File: config.mk
export PLATFORM = sky130hd
export DESIGN_NAME = teio_ctrl
export DESIGN_NICKNAME = d
export VERILOG_FILES = /design/src/teio_pkg.sv /design/src/teio_ctrl.sv
export SDC_FILE = /design/constraint.sdc
export NUM_CORES = 1
export LEC_CHECK = 0
export BUFFER_PORTS_ARGS = -buffer_cell sky130_fd_sc_hd__buf_2
export CORE_ASPECT_RATIO = 1.5
export CORE_MARGIN = 3
export CORE_UTILIZATION = 30
export CTS_CLUSTER_DIAMETER = 150
export DETAILED_ROUTE_END_ITERATION = 8
export PLACE_DENSITY = 0.6
export SETUP_SLACK_MARGIN = 0.3
export SLEW_MARGIN = 5
export SYNTH_ARGS = -nofsm -noshare
export SYNTH_HDL_FRONTEND = slang
export SYNTH_SLANG_ARGS = --single-unit
File: constraint.sdc
create_clock -name pclk -period 2.8 [get_ports pclk]
set_clock_uncertainty 0.05 [all_clocks]
set_input_delay 0.14 -clock pclk [delete_from_list [all_inputs] [get_ports pclk]]
set_output_delay 0.14 -clock pclk [all_outputs]
set_load 0.005 [all_outputs]
File: src/teio_pkg.sv
package teio_pkg;

    // ------------------------------------------------------------
    // register map (byte addresses, one aligned word each)
    // ------------------------------------------------------------
    localparam logic [7:0] CTRL_OFFSET    = 8'h00;
    localparam logic [7:0] CONFIG_OFFSET  = 8'h04;
    localparam logic [7:0] STATUS_OFFSET  = 8'h08;
    localparam logic [7:0] RESULT_OFFSET  = 8'h0C;

    // ------------------------------------------------------------
    // control register fields (write-one pulses, self clearing)
    // ------------------------------------------------------------
    localparam int CTRL_PANEL_START_BIT  = 0;
    localparam int CTRL_PANEL_STOP_BIT   = 1;
    localparam int CTRL_PASS_BIT         = 2;
    localparam int CTRL_UPPER_FAIL_BIT   = 3;
    localparam int CTRL_LOWER_FAIL_BIT   = 4;
    localparam int CTRL_RELEASE_BIT      = 5;
    localparam int CTRL_ENTER_SETUP_BIT  = 6;
    localparam int CTRL_LEAVE_SETUP_BIT  = 7;

    // ------------------------------------------------------------
    // config register fields
    // ------------------------------------------------------------
    localparam int CFG_INTERLOCK_BIT     = 0;
    localparam int CFG_INSUL_MODE_BIT    = 1;
    localparam int CFG_REMOTE_BOX_BIT    = 2;
    localparam int CFG_HV_PRESENT_BIT    = 3;
    localparam logic [31:0] CONFIG_RESET = 32'h0000_0000;

    // ------------------------------------------------------------
    // status register field positions
    // ------------------------------------------------------------
    localparam int ST_STATE_LSB          = 0;
    localparam int ST_IN_LSB             = 8;
    localparam int ST_OUT_LSB            = 16;

    // ------------------------------------------------------------
    // input synchroniser depth and status output width
    // ------------------------------------------------------------
    localparam int SYNC_STAGES           = 3;
    localparam int NUM_INPUTS            = 4;
    localparam int NUM_OUTPUTS           = 10;

    // ------------------------------------------------------------
    // instrument states, one-hot
    // ------------------------------------------------------------
    typedef enum logic [5:0] {
        ST_READY   = 6'h01,
        ST_TEST    = 6'h02,
        ST_PASS    = 6'h04,
        ST_FAIL    = 6'h08,
        ST_SETUP   = 6'h10,
        ST_LOCKED  = 6'h20
    } teio_state_e;

endpackage : teio_pkg

File: src/teio_ctrl.sv
`timescale 1ns/1ps
// Functional notes
// - ready output low exactly while in the ready state; held high through reset until the first edge after release.
// - lower-fail output low while failed below lower limit.
// - upper-fail output low while failed above upper limit.
// - pass output low while in the pass state.
// - test output low for the whole test state.
// - high-voltage output low whenever output voltage is present.
// - external start only accepted while external enable is low.
// - stop and interlock honoured regardless of external enable.
// - external enable changing during a test aborts the test.
// - external start low acts exactly like the panel start key.
// - external stop low acts exactly like the panel stop key.
// - interlock set and input open disables all key operations.
// - interlock input low cancels the interlock, back to ready.
// - interlock behaviour only when the interlock option is set.
// - withstand-mode output low while a withstand test runs.
// - insulation-mode output low while an insulation test runs.
// - withstand-fail output low in a withstand fail state.
// - insulation-fail output low in an insulation fail state.
// - start, stop and enable inputs are active low; the interlock engages while its input is high (open).
// - start only from ready; test entry raises ready, lowers test.
// - start priority remote box, then external, then panel.
// - setup-like states drive every status output except hv-on high.
module teio_ctrl (
    input  wire logic        pclk,
    input  wire logic        presetn,
    input  wire logic [7:0]  paddr,
    input  wire logic        psel,
    input  wire logic        penable,
    input  wire logic        pwrite,
    input  wire logic [31:0] pwdata,
    output logic      [31:0] prdata,
    output logic             pready,
    output logic             pslverr,
    input  wire logic        remote_start,
    input  wire logic        start_n,
    input  wire logic        stop_n,
    input  wire logic        external_inputs_enable_n,
    input  wire logic        interlock_n,
    output logic             ready_n,
    output logic             lower_fail_n,
    output logic             upper_fail_n,
    output logic             pass_n,
    output logic             test_n,
    output logic             hv_on_n,
    output logic             withstand_mode_n,
    output logic             insulation_mode_n,
    output logic             withstand_fail_n,
    output logic             insulation_fail_n
);
    import teio_pkg::*;

    // ------------------------------------------------------------
    // declarations
    // ------------------------------------------------------------
    teio_state_e                  state;
    teio_state_e                  next_state;
    logic [NUM_INPUTS-1:0]        pin_raw;
    logic [NUM_INPUTS-1:0]        pin_lvl;
    logic [NUM_INPUTS-1:0]        pin_prev;
    logic [31:0]                  config_reg;
    logic                         upper_hit;
    logic                         lower_hit;
    logic                         insul_test;
    logic                         next_insul;
    logic [NUM_OUTPUTS-1:0]       next_out_n;
    logic [NUM_OUTPUTS-1:0]       out_n;
    logic                         wr_ctrl;
    logic                         ext_en;
    logic                         ext_start_fall;
    logic                         ext_stop_fall;
    logic                         ext_en_change;
    logic                         lock_active;
    logic                         start_req;
    logic                         stop_req;
    logic                         remote_sel;
    logic                         apb_access;

    // input order: 0 start, 1 stop, 2 enable, 3 interlock
    assign pin_raw = {interlock_n, external_inputs_enable_n, stop_n, start_n};

    // ------------------------------------------------------------
    // input synchronisers
    // ------------------------------------------------------------
    // stage 1 is read only by stage 2; a change counts once 2 and 3 agree
    genvar gi;
    generate
        for (gi = 0; gi < NUM_INPUTS; gi = gi + 1) begin : g_sync
            logic [SYNC_STAGES-1:0] sh;
            always_ff @(posedge pclk or negedge presetn) begin
                if (!presetn) begin
                    sh <= '1;                               // inputs idle open (high)
                end else begin
                    sh <= {sh[SYNC_STAGES-2:0], pin_raw[gi]};
                end
            end
            // agreed level held until stages two and three match again
            always_ff @(posedge pclk or negedge presetn) begin
                if (!presetn) begin
                    pin_lvl[gi]  <= 1'b1;
                    pin_prev[gi] <= 1'b1;
                end else begin
                    if (sh[1] == sh[2]) begin
                        pin_lvl[gi] <= sh[2];
                    end
                    pin_prev[gi] <= pin_lvl[gi];
                end
            end
        end
    endgenerate

    // ------------------------------------------------------------
    // command decode
    // ------------------------------------------------------------
    assign apb_access     = psel && penable;
    assign wr_ctrl        = apb_access && pwrite && (paddr == CTRL_OFFSET);
    assign ext_en         = !pin_lvl[2];
    assign ext_start_fall = pin_prev[0] && !pin_lvl[0];
    assign ext_stop_fall  = pin_prev[1] && !pin_lvl[1];
    assign ext_en_change  = pin_prev[2] != pin_lvl[2];
    assign remote_sel     = config_reg[CFG_REMOTE_BOX_BIT];
    assign lock_active    = config_reg[CFG_INTERLOCK_BIT] && pin_lvl[3];

    // higher-priority start source masks lower ones
    always_comb begin
        if (remote_sel) begin
            start_req = remote_start;
        end else if (ext_en) begin
            start_req = ext_start_fall;
        end else begin
            start_req = wr_ctrl && pwdata[CTRL_PANEL_START_BIT];
        end
    end

    // stop never gated by the enable input
    assign stop_req = ext_stop_fall
                   || (wr_ctrl && pwdata[CTRL_PANEL_STOP_BIT]);

    // ------------------------------------------------------------
    // instrument state machine
    // ------------------------------------------------------------
    always_comb begin
        next_state = state;
        case (state)
            ST_READY: begin
                if (wr_ctrl && pwdata[CTRL_ENTER_SETUP_BIT]) begin
                    next_state = ST_SETUP;
                end else if (start_req) begin
                    next_state = ST_TEST;
                end
            end
            ST_TEST: begin
                if (stop_req || ext_en_change) begin
                    next_state = ST_READY;
                end else if (wr_ctrl && (pwdata[CTRL_UPPER_FAIL_BIT]
                                      || pwdata[CTRL_LOWER_FAIL_BIT])) begin
                    next_state = ST_FAIL;
                end else if (wr_ctrl && pwdata[CTRL_PASS_BIT]) begin
                    next_state = ST_PASS;
                end
            end
            ST_PASS, ST_FAIL: begin
                if (stop_req || (wr_ctrl && pwdata[CTRL_RELEASE_BIT])) begin
                    next_state = ST_READY;
                end
            end
            ST_SETUP: begin
                if (stop_req || (wr_ctrl && pwdata[CTRL_LEAVE_SETUP_BIT])) begin
                    next_state = ST_READY;
                end
            end
            ST_LOCKED: begin
                if (!lock_active) begin
                    next_state = ST_READY;
                end
            end
            default: begin
                next_state = ST_READY;
            end
        endcase
        // interlock overrides everything; keys ignored while locked
        if (lock_active) begin
            next_state = ST_LOCKED;
        end
    end

    // state register
    always_ff @(posedge pclk or negedge presetn) begin
        if (!presetn) begin
            state <= ST_READY;
        end else begin
            state <= next_state;
        end
    end

    // ------------------------------------------------------------
    // test mode and result latches
    // ------------------------------------------------------------
    // mode sampled at start so a config write mid-test cannot flip it
    always_ff @(posedge pclk or negedge presetn) begin
        if (!presetn) begin
            insul_test <= 1'b0;
            upper_hit  <= 1'b0;
            lower_hit  <= 1'b0;
        end else begin
            if (state == ST_READY && next_state == ST_TEST) begin
                insul_test <= config_reg[CFG_INSUL_MODE_BIT];
                upper_hit  <= 1'b0;
                lower_hit  <= 1'b0;
            end else if (state == ST_TEST && next_state == ST_FAIL) begin
                upper_hit  <= pwdata[CTRL_UPPER_FAIL_BIT];
                lower_hit  <= pwdata[CTRL_LOWER_FAIL_BIT];
            end
        end
    end

    // ------------------------------------------------------------
    // status outputs, all active low, registered
    // ------------------------------------------------------------
    // mode the outputs show, already right in the first test cycle;
    // the latch alone would lag one edge and flash the previous mode
    assign next_insul = (state == ST_READY && next_state == ST_TEST)
                      ? config_reg[CFG_INSUL_MODE_BIT] : insul_test;

    always_comb begin
        next_out_n    = '1;
        next_out_n[0] = !(next_state == ST_READY);
        next_out_n[1] = !(next_state == ST_FAIL && lower_hit);
        next_out_n[2] = !(next_state == ST_FAIL && upper_hit);
        next_out_n[3] = !(next_state == ST_PASS);
        next_out_n[4] = !(next_state == ST_TEST);
        next_out_n[5] = !config_reg[CFG_HV_PRESENT_BIT];
        next_out_n[6] = !(next_state == ST_TEST && !next_insul);
        next_out_n[7] = !(next_state == ST_TEST && next_insul);
        next_out_n[8] = !(next_state == ST_FAIL && !insul_test);
        next_out_n[9] = !(next_state == ST_FAIL && insul_test);
    end

    // lower and upper fail bits use next-cycle latch values via the same write data
    always_ff @(posedge pclk or negedge presetn) begin
        if (!presetn) begin
            out_n <= '1;
        end else begin
            out_n <= next_out_n;
            if (state == ST_TEST && next_state == ST_FAIL) begin
                out_n[1] <= !pwdata[CTRL_LOWER_FAIL_BIT];
                out_n[2] <= !pwdata[CTRL_UPPER_FAIL_BIT];
            end
        end
    end

    assign ready_n           = out_n[0];
    assign lower_fail_n      = out_n[1];
    assign upper_fail_n      = out_n[2];
    assign pass_n            = out_n[3];
    assign test_n            = out_n[4];
    assign hv_on_n           = out_n[5];
    assign withstand_mode_n  = out_n[6];
    assign insulation_mode_n = out_n[7];
    assign withstand_fail_n  = out_n[8];
    assign insulation_fail_n = out_n[9];

    // ------------------------------------------------------------
    // apb slave
    // ------------------------------------------------------------
    // zero wait states keeps the master simple; unmapped gives slverr
    assign pready  = 1'b1;
    assign pslverr = apb_access && !(paddr == CTRL_OFFSET || paddr == CONFIG_OFFSET
                                  || paddr == STATUS_OFFSET || paddr == RESULT_OFFSET);

    // config register; interlock option cannot be set while pin is open
    always_ff @(posedge pclk or negedge presetn) begin
        if (!presetn) begin
            config_reg <= CONFIG_RESET;
        end else if (apb_access && pwrite && paddr == CONFIG_OFFSET) begin
            config_reg <= {28'h0000000, pwdata[3:0]};
            if (pin_lvl[3] && !config_reg[CFG_INTERLOCK_BIT]) begin
                config_reg[CFG_INTERLOCK_BIT] <= 1'b0;
            end
        end
    end

    // read data registered during the setup phase
    always_ff @(posedge pclk or negedge presetn) begin
        if (!presetn) begin
            prdata <= 32'h0000_0000;
        end else if (psel && !penable && !pwrite) begin
            case (paddr)
                CONFIG_OFFSET: prdata <= config_reg;
                STATUS_OFFSET: begin
                    prdata <= 32'h0000_0000;
                    prdata[ST_STATE_LSB +: 6]          <= state;
                    prdata[ST_IN_LSB +: NUM_INPUTS]    <= pin_lvl;
                    prdata[ST_OUT_LSB +: NUM_OUTPUTS]  <= out_n;
                end
                RESULT_OFFSET: prdata <= {29'h00000000, insul_test, upper_hit, lower_hit};
                default:       prdata <= 32'h0000_0000;
            endcase
        end
    end

    // ------------------------------------------------------------
    // assertions
    // ------------------------------------------------------------
    // outputs stay high through reset and first follow the state one edge
    // after release, so the ready check tying its output to state waits for that edge
    logic run_q;
    always_ff @(posedge pclk or negedge presetn) begin
        if (!presetn) begin
            run_q <= 1'b0;
        end else begin
            run_q <= 1'b1;
        end
    end

    AST_READY: assert property (@(posedge pclk) disable iff (!presetn)
        run_q |-> ready_n == (state != ST_READY)) else $error("ready out wrong");
    AST_TEST: assert property (@(posedge pclk) disable iff (!presetn)
        test_n == (state != ST_TEST)) else $error("test out wrong");
    AST_PASS: assert property (@(posedge pclk) disable iff (!presetn)
        pass_n == (state != ST_PASS)) else $error("pass out wrong");
    AST_START_GATE: assert property (@(posedge pclk) disable iff (!presetn)
        (state == ST_READY && !remote_sel && !ext_en && ext_start_fall && !wr_ctrl
         && !lock_active) |=> state == ST_READY) else $error("start not gated");
    AST_ENABLE_ABORT: assert property (@(posedge pclk) disable iff (!presetn)
        (state == ST_TEST && ext_en_change && !lock_active) |=> !ready_n && test_n)
        else $error("enable change did not abort");
    AST_STOP: assert property (@(posedge pclk) disable iff (!presetn)
        (state == ST_TEST && ext_stop_fall && !lock_active) |=> state == ST_READY)
        else $error("stop ignored");
    AST_LOCK: assert property (@(posedge pclk) disable iff (!presetn)
        lock_active |=> state == ST_LOCKED && ready_n) else $error("interlock ignored");
    AST_SETUP_HIGH: assert property (@(posedge pclk) disable iff (!presetn)
        (state == ST_SETUP) |-> out_n[4:0] == 5'h1F) else $error("setup drives status");
    AST_MODE: assert property (@(posedge pclk) disable iff (!presetn)
        !withstand_mode_n |-> !test_n && !insul_test) else $error("mode out wrong");
    AST_FAIL_MODE: assert property (@(posedge pclk) disable iff (!presetn)
        !insulation_fail_n |-> state == ST_FAIL && insul_test) else $error("fail mode wrong");
    AST_LOWER: assert property (@(posedge pclk) disable iff (!presetn)
        !lower_fail_n |-> state == ST_FAIL && lower_hit) else $error("lower fail wrong");
    AST_UPPER: assert property (@(posedge pclk) disable iff (!presetn)
        !upper_fail_n |-> state == ST_FAIL && upper_hit) else $error("upper fail wrong");
    // hv output lags its config bit by the output register
    AST_HV: assert property (@(posedge pclk) disable iff (!presetn)
        run_q |-> hv_on_n == !$past(config_reg[CFG_HV_PRESENT_BIT]))
        else $error("hv out wrong");
    AST_IMODE: assert property (@(posedge pclk) disable iff (!presetn)
        !insulation_mode_n |-> !test_n && insul_test) else $error("imode out wrong");
    AST_WFAIL: assert property (@(posedge pclk) disable iff (!presetn)
        !withstand_fail_n |-> state == ST_FAIL && !insul_test) else $error("wfail wrong");
    AST_START: assert property (@(posedge pclk) disable iff (!presetn)
        (state == ST_READY && next_state == ST_TEST) |=> ready_n && !test_n)
        else $error("start outputs wrong");
    AST_UNLOCK: assert property (@(posedge pclk) disable iff (!presetn)
        (state == ST_LOCKED && !lock_active) |=> state == ST_READY)
        else $error("interlock not cancelled");

    COV_START_EXT: cover property (@(posedge pclk) disable iff (!presetn)
        state == ST_READY && ext_en && ext_start_fall ##1 state == ST_TEST);
    COV_PASS: cover property (@(posedge pclk) disable iff (!presetn)
        state == ST_TEST ##1 state == ST_PASS);
    COV_FAIL: cover property (@(posedge pclk) disable iff (!presetn)
        state == ST_TEST ##1 state == ST_FAIL);
    COV_LOCK: cover property (@(posedge pclk) disable iff (!presetn)
        state == ST_LOCKED ##1 state == ST_READY);
    COV_ABORT: cover property (@(posedge pclk) disable iff (!presetn)
        state == ST_TEST && ext_en_change ##1 state == ST_READY);

endmodule : teio_ctrl

[Word-level counts from Yosys, hierarchy flattened]
Index checks and enable logic that the tools add are counted.
Storage, ports and cells
  register bits after elaboration: 74
  input bits: 50
  output and inout bits: 44
  word-level logic and storage cells: 111
Operators by class
  equality and inequality tests: 17
  muxes and demuxes: 19
  reduce and logical (&&, ||, !) cells: 57
Operators by type and width (number)
  $pmux 26 s3: 1
  $mux 6: 8
  $logic_and 1x1->1: 26
  $pmux 6 s4: 1
  $logic_not 1->1: 20
  $eq 8x4->1 const B: 2
  $eq 6x1->1 const B: 2
  $eq 6x2->1 const B: 2
  $eq 6x3->1 const B: 2
  $eq 6x4->1 const B: 2
  $eq 8x3->1 const B: 1
  $logic_not 8->1: 1
  $logic_or 1x1->1: 8
  $mux 1: 8
  $eq 6x5->1 const B: 1
  $eq 1x1->1: 4
  $mux 2: 1
  $reduce_bool 2->1: 1
  $reduce_or 2->1: 1
  $ne 1x1->1: 1

[Longest topological paths before layout]
  depth after elaboration: 16
  gate-level depth with buffers: 9
  mapped depth without buffers: 6

[Least setup slack after synthesis]
OpenSTA, ideal clock, no wires.
  path kind: register to register
  start: register state[3]
  end: register insul_test
  setup time: 0.127 ns
  arrival: 1.813 ns
  data required time: 2.623 ns
  slack: 0.809 ns
  stages on the path, launching flop included: 10
  path through: dfrtp_1 buf_6 nor4_2 and3b_1 buf_6 nor3_2 or2_0 buf_6 nor2_4 mux2_1
On the way
  cells in the longest elaborated chain, start to end: 8
  elaborated cells between the ends (all ways): 18
  those cells by class: eq/ne (6); mux (10); reduce/logical (2)
RTL lines
  start: declaration: line teio_ctrl.sv:57  | teio_state_e state;
  start signal: assignment: line teio_ctrl.sv:193  | state <= next_state;
  $mux 6: line teio_ctrl.sv:159  | end else if (wr_ctrl && pwdata[CTRL_PASS_BIT]) begin
  $mux 6: line teio_ctrl.sv:156  | end else if (wr_ctrl && (pwdata[CTRL_UPPER_FAIL_BIT]
  $mux 6: line teio_ctrl.sv:154  | if (stop_req || ext_en_change) begin
  $pmux 6 s4: line teio_ctrl.sv:145  | case (state)
  $mux 6: line teio_ctrl.sv:183  | if (lock_active) begin
  $eq 6x2->1
  $logic_and 1x1->1 (*)
  $mux 1 (*)
  named net next_insul: line teio_ctrl.sv:66  | logic next_insul;
  end signal: assignment: line teio_ctrl.sv:208  | insul_test <= config_reg[CFG_INSUL_MODE_BIT];
  end: declaration: line teio_ctrl.sv:65  | logic insul_test;
Mark *: on every way through the listed nets, which the timed path passes. The rest lies on a longest branch.
A chain may end at the register's enable or synchronous reset.

[Final worst setup path]
Ends and elaborated chain as after synthesis.

==> flow_summary.yaml <==
run_status:
  status: "finished, final reports clean"
layout:
  diodes: 0
  final_layout_size_suffix_gt1_share_pct: 40.48
  fin_area_sq_mm: 0.003314
  largest_reg_flops: 20
  multiInputGateArea_sq_um: 958.4
  fillCellCount: 835
  largest_register: "prdata"
  area_delta_synth_final_pct: 23.84
  largestRegisters: "prdata: 20 flops, g_sync.sh: 12 flops, out_n: 10 flops"
  nets: 334
  final_core_util_pct: 38.69
  seq_area_sq_mm: 0.001589
global_routing:
  grt_antenna_before_repair: 0
  track_usage_pct: 11.77
  grt_max_degree: 37
  grt_overflow: 0
  grt_pass1_vias: 1842
  grt_pass1_wl_um: 9087
clock_network:
  clock-sinks: 62
  cts_setup_buffers: 0
  path_clk_slew_ns: 0.05
  h-tree-depth: 3
  root_buffer: "clkbuf_16"
  numCtsBuffers: 9
  clk_latency_ns: 0.32
  cts.path.max_buffers: 2
  cts_tree: "yes"
  cts_resized: 0
critical_path:
  arrival_ns: 2.43
  critical_path.reg2reg.startpoint: "state[3]$_DFF_PN0_"
  r2r_cells: 6
  r2r_setup_slack_ns: 0.53
  r2r-end: "insul_test$_DFF_PN0_"
  path_class: "flip-flop to flip-flop"
  worstPathRequired_ns: 2.96
  endpoint_kind: "flip-flop"
  crit_fanout: 7
  worst_setup_path_start_kind: "flip-flop"
die:
  fp.coreArea_sq_mm: 0.008567
  num_rows: 41
  fp.dieW_um: 83.12
  die_h_um: 121.7
  ios: 94
  start_util_pct: 31.24
  dieArea_sq_mm: 0.01011
logic_synthesis:
  synth_area_sq_mm: 0.002676
  yosys.cell_count.top_type: "dfrtp_1"
  synthTopCellsByArea: "dfrtp_1 (30%), dfstp_2 (29%), a22o_1 (5.9%), buf_4 (3.6%), mux2_2 (3.4%)"
  synth_cells: 222
  synth_cell_types: 50
  ys_warn_count: 0
  yosysTopAreaCell: "dfrtp_1"
  synth-edff-count: 0
  ys_seq_elements: 62
  avgSynthCellArea_sq_um: 12.06
  synth_ff_type: "dfrtp_1"
  synth_top_cell_area_share_pct: 29.92
  ys_seq_area_share_pct: 59.37
  synth-async-reset-ratio_pct: 100.0
  synth_common_cells: "dfrtp_1 (32), dfstp_2 (30), a22o_1 (18)"
hold_path:
  hold_class: "input port to flip-flop"
  hp-start: "pwdata[0]"
  min_path_cells: 2
  holdPathEnd: "config_reg[0]$_DFFE_PN0P_"
sta:
  fin_tns_setup_ns: 0
  rsz0062_at_grt: "no"
  worstMarginPinSlew_ns: 0.7361
  hold_viol: 0
  maxSlewViolCount: 0
  finalCriticalPeriod_ns: 2.271
  relSlewSlack_pct: 50.92
  whs_ns: 0.05141
  fin_crit_sh_pct: 81.11
  clock.fmax_mhz: 440.3
  setup_viol: 0
power_and_ir_drop:
  seqPwrFrac_pct: 44.7
  combPwrFrac_pct: 10.4
  power_density_mw_per_mm2: 675.6
  power_switching_uw: 537.0
  clkPwrFrac_pct: 44.9
  max-vdd-ir-drop_v: 0.0003902
  p_leak_nw: 1.545
  p_int_mw: 1.702
  sw_frac_of_total_pct: 23.98
drt:
  vias: 1873
  ant_nets: 0
  wl_um: 5661
  drc: 0
  firstDrtPassIters: 4
  viasPerCell: 4.730
  first_iter_violations: 116
  wl_per_cell_um: 14.30
placement:
  dp_hpwl_um: 4214
  place_congestion: 0.8511
  place_area_sq_mm: 0.002984
  portBuffers: 56
run:
  maxCapViolations: 0
[cells by family after synthesis]
family / count (synthesis) / synth area share (%)
and+or+nand+nor: 70 / 14.73
DFF: 62 / 59.37
AOI/OAI and AO/OA: 44 / 12.20
buffers and inverters: 26 / 6.358
muxes: 12 / 4.909
adders and majority gates: 4 / 1.496
other: 2 / 0.2806
xor gates and xnor gates: 2 / 0.6546
[power groups by stage]
stage / clock network (mW) / logic, mW / registers [mW]
floorplan: 0 / 0.186 / 1.00
global placement: 0 / 0.227 / 1.01
detailed placement: 0 / 0.230 / 1.01
CTS: 1.03 / 0.236 / 1.00
global route: 1.09 / 0.261 / 1.01
finish: 1.01 / 0.232 / 1.00
[layer usage]
layer  up-vias  GRT usage (%)  wire length, um
met3        13          4.533              386
met2        57          19.58             2804
met1       913          12.46             2270
met5         -              0                0
li1        890              -                -
met4         0          7.566              199
[worst max path at each step]
stage,from,to,cells after the start
6_report,state[3]$_DFF_PN0_,insul_test$_DFF_PN0_,6
5_1_grt,state[3]$_DFF_PN0_,insul_test$_DFF_PN0_,6
4_1_cts,state[3]$_DFF_PN0_,insul_test$_DFF_PN0_,6
3_5_place_dp,state[3]$_DFF_PN0_,insul_test$_DFF_PN0_,6
3_3_place_gp,state[3]$_DFF_PN0_,insul_test$_DFF_PN0_,6
2_1_floorplan,state[3]$_DFF_PN0_,insul_test$_DFF_PN0_,9
[cells in the final DEF, fill, tap and decap left out, types with 9 or more instances in the layout]
cell type  instances
buf_2             56
dfrtp_1           32
dfstp_2           30
a22o_1            18
nor2_1            17
nand2_1           13
conb_1            13
nand3_1            9
clkbuf_16          9
[critical path, stage by stage, from the launching register on]
cell     delay [ns]
dfrtp_1        0.48
nor4_2         0.33
and3b_1        0.35
nor3_2         0.08
or2_0          0.35
nor2_4         0.20
mux2_1         0.33
[through the flow]
step	std cells	total power, mW	setup slack, ns
floorplan	233	1.190	0.8094
detailed placement	375	1.244	0.5161
finish	396	2.239	0.5288
global placement	375	1.240	0.5398
global route	396	2.352	0.4186
CTS	396	2.270	0.5013
[cell type report]
class	instances	area share [%]
clock inverters	3	0.6040
well taps	107	4.039
multi-input cells	145	28.92
repair buffers	62	10.19
flip-flops and latches	62	47.94
inverters	4	0.4530
clock buffers	13	7.852
[what timing repair did]
action	CTS	global route
hold buffers	5	0
endpoints found under the setup margin	0	0
endpoints found under the hold margin	20	0
No activity file was read; power rests on OpenSTA's default activity.
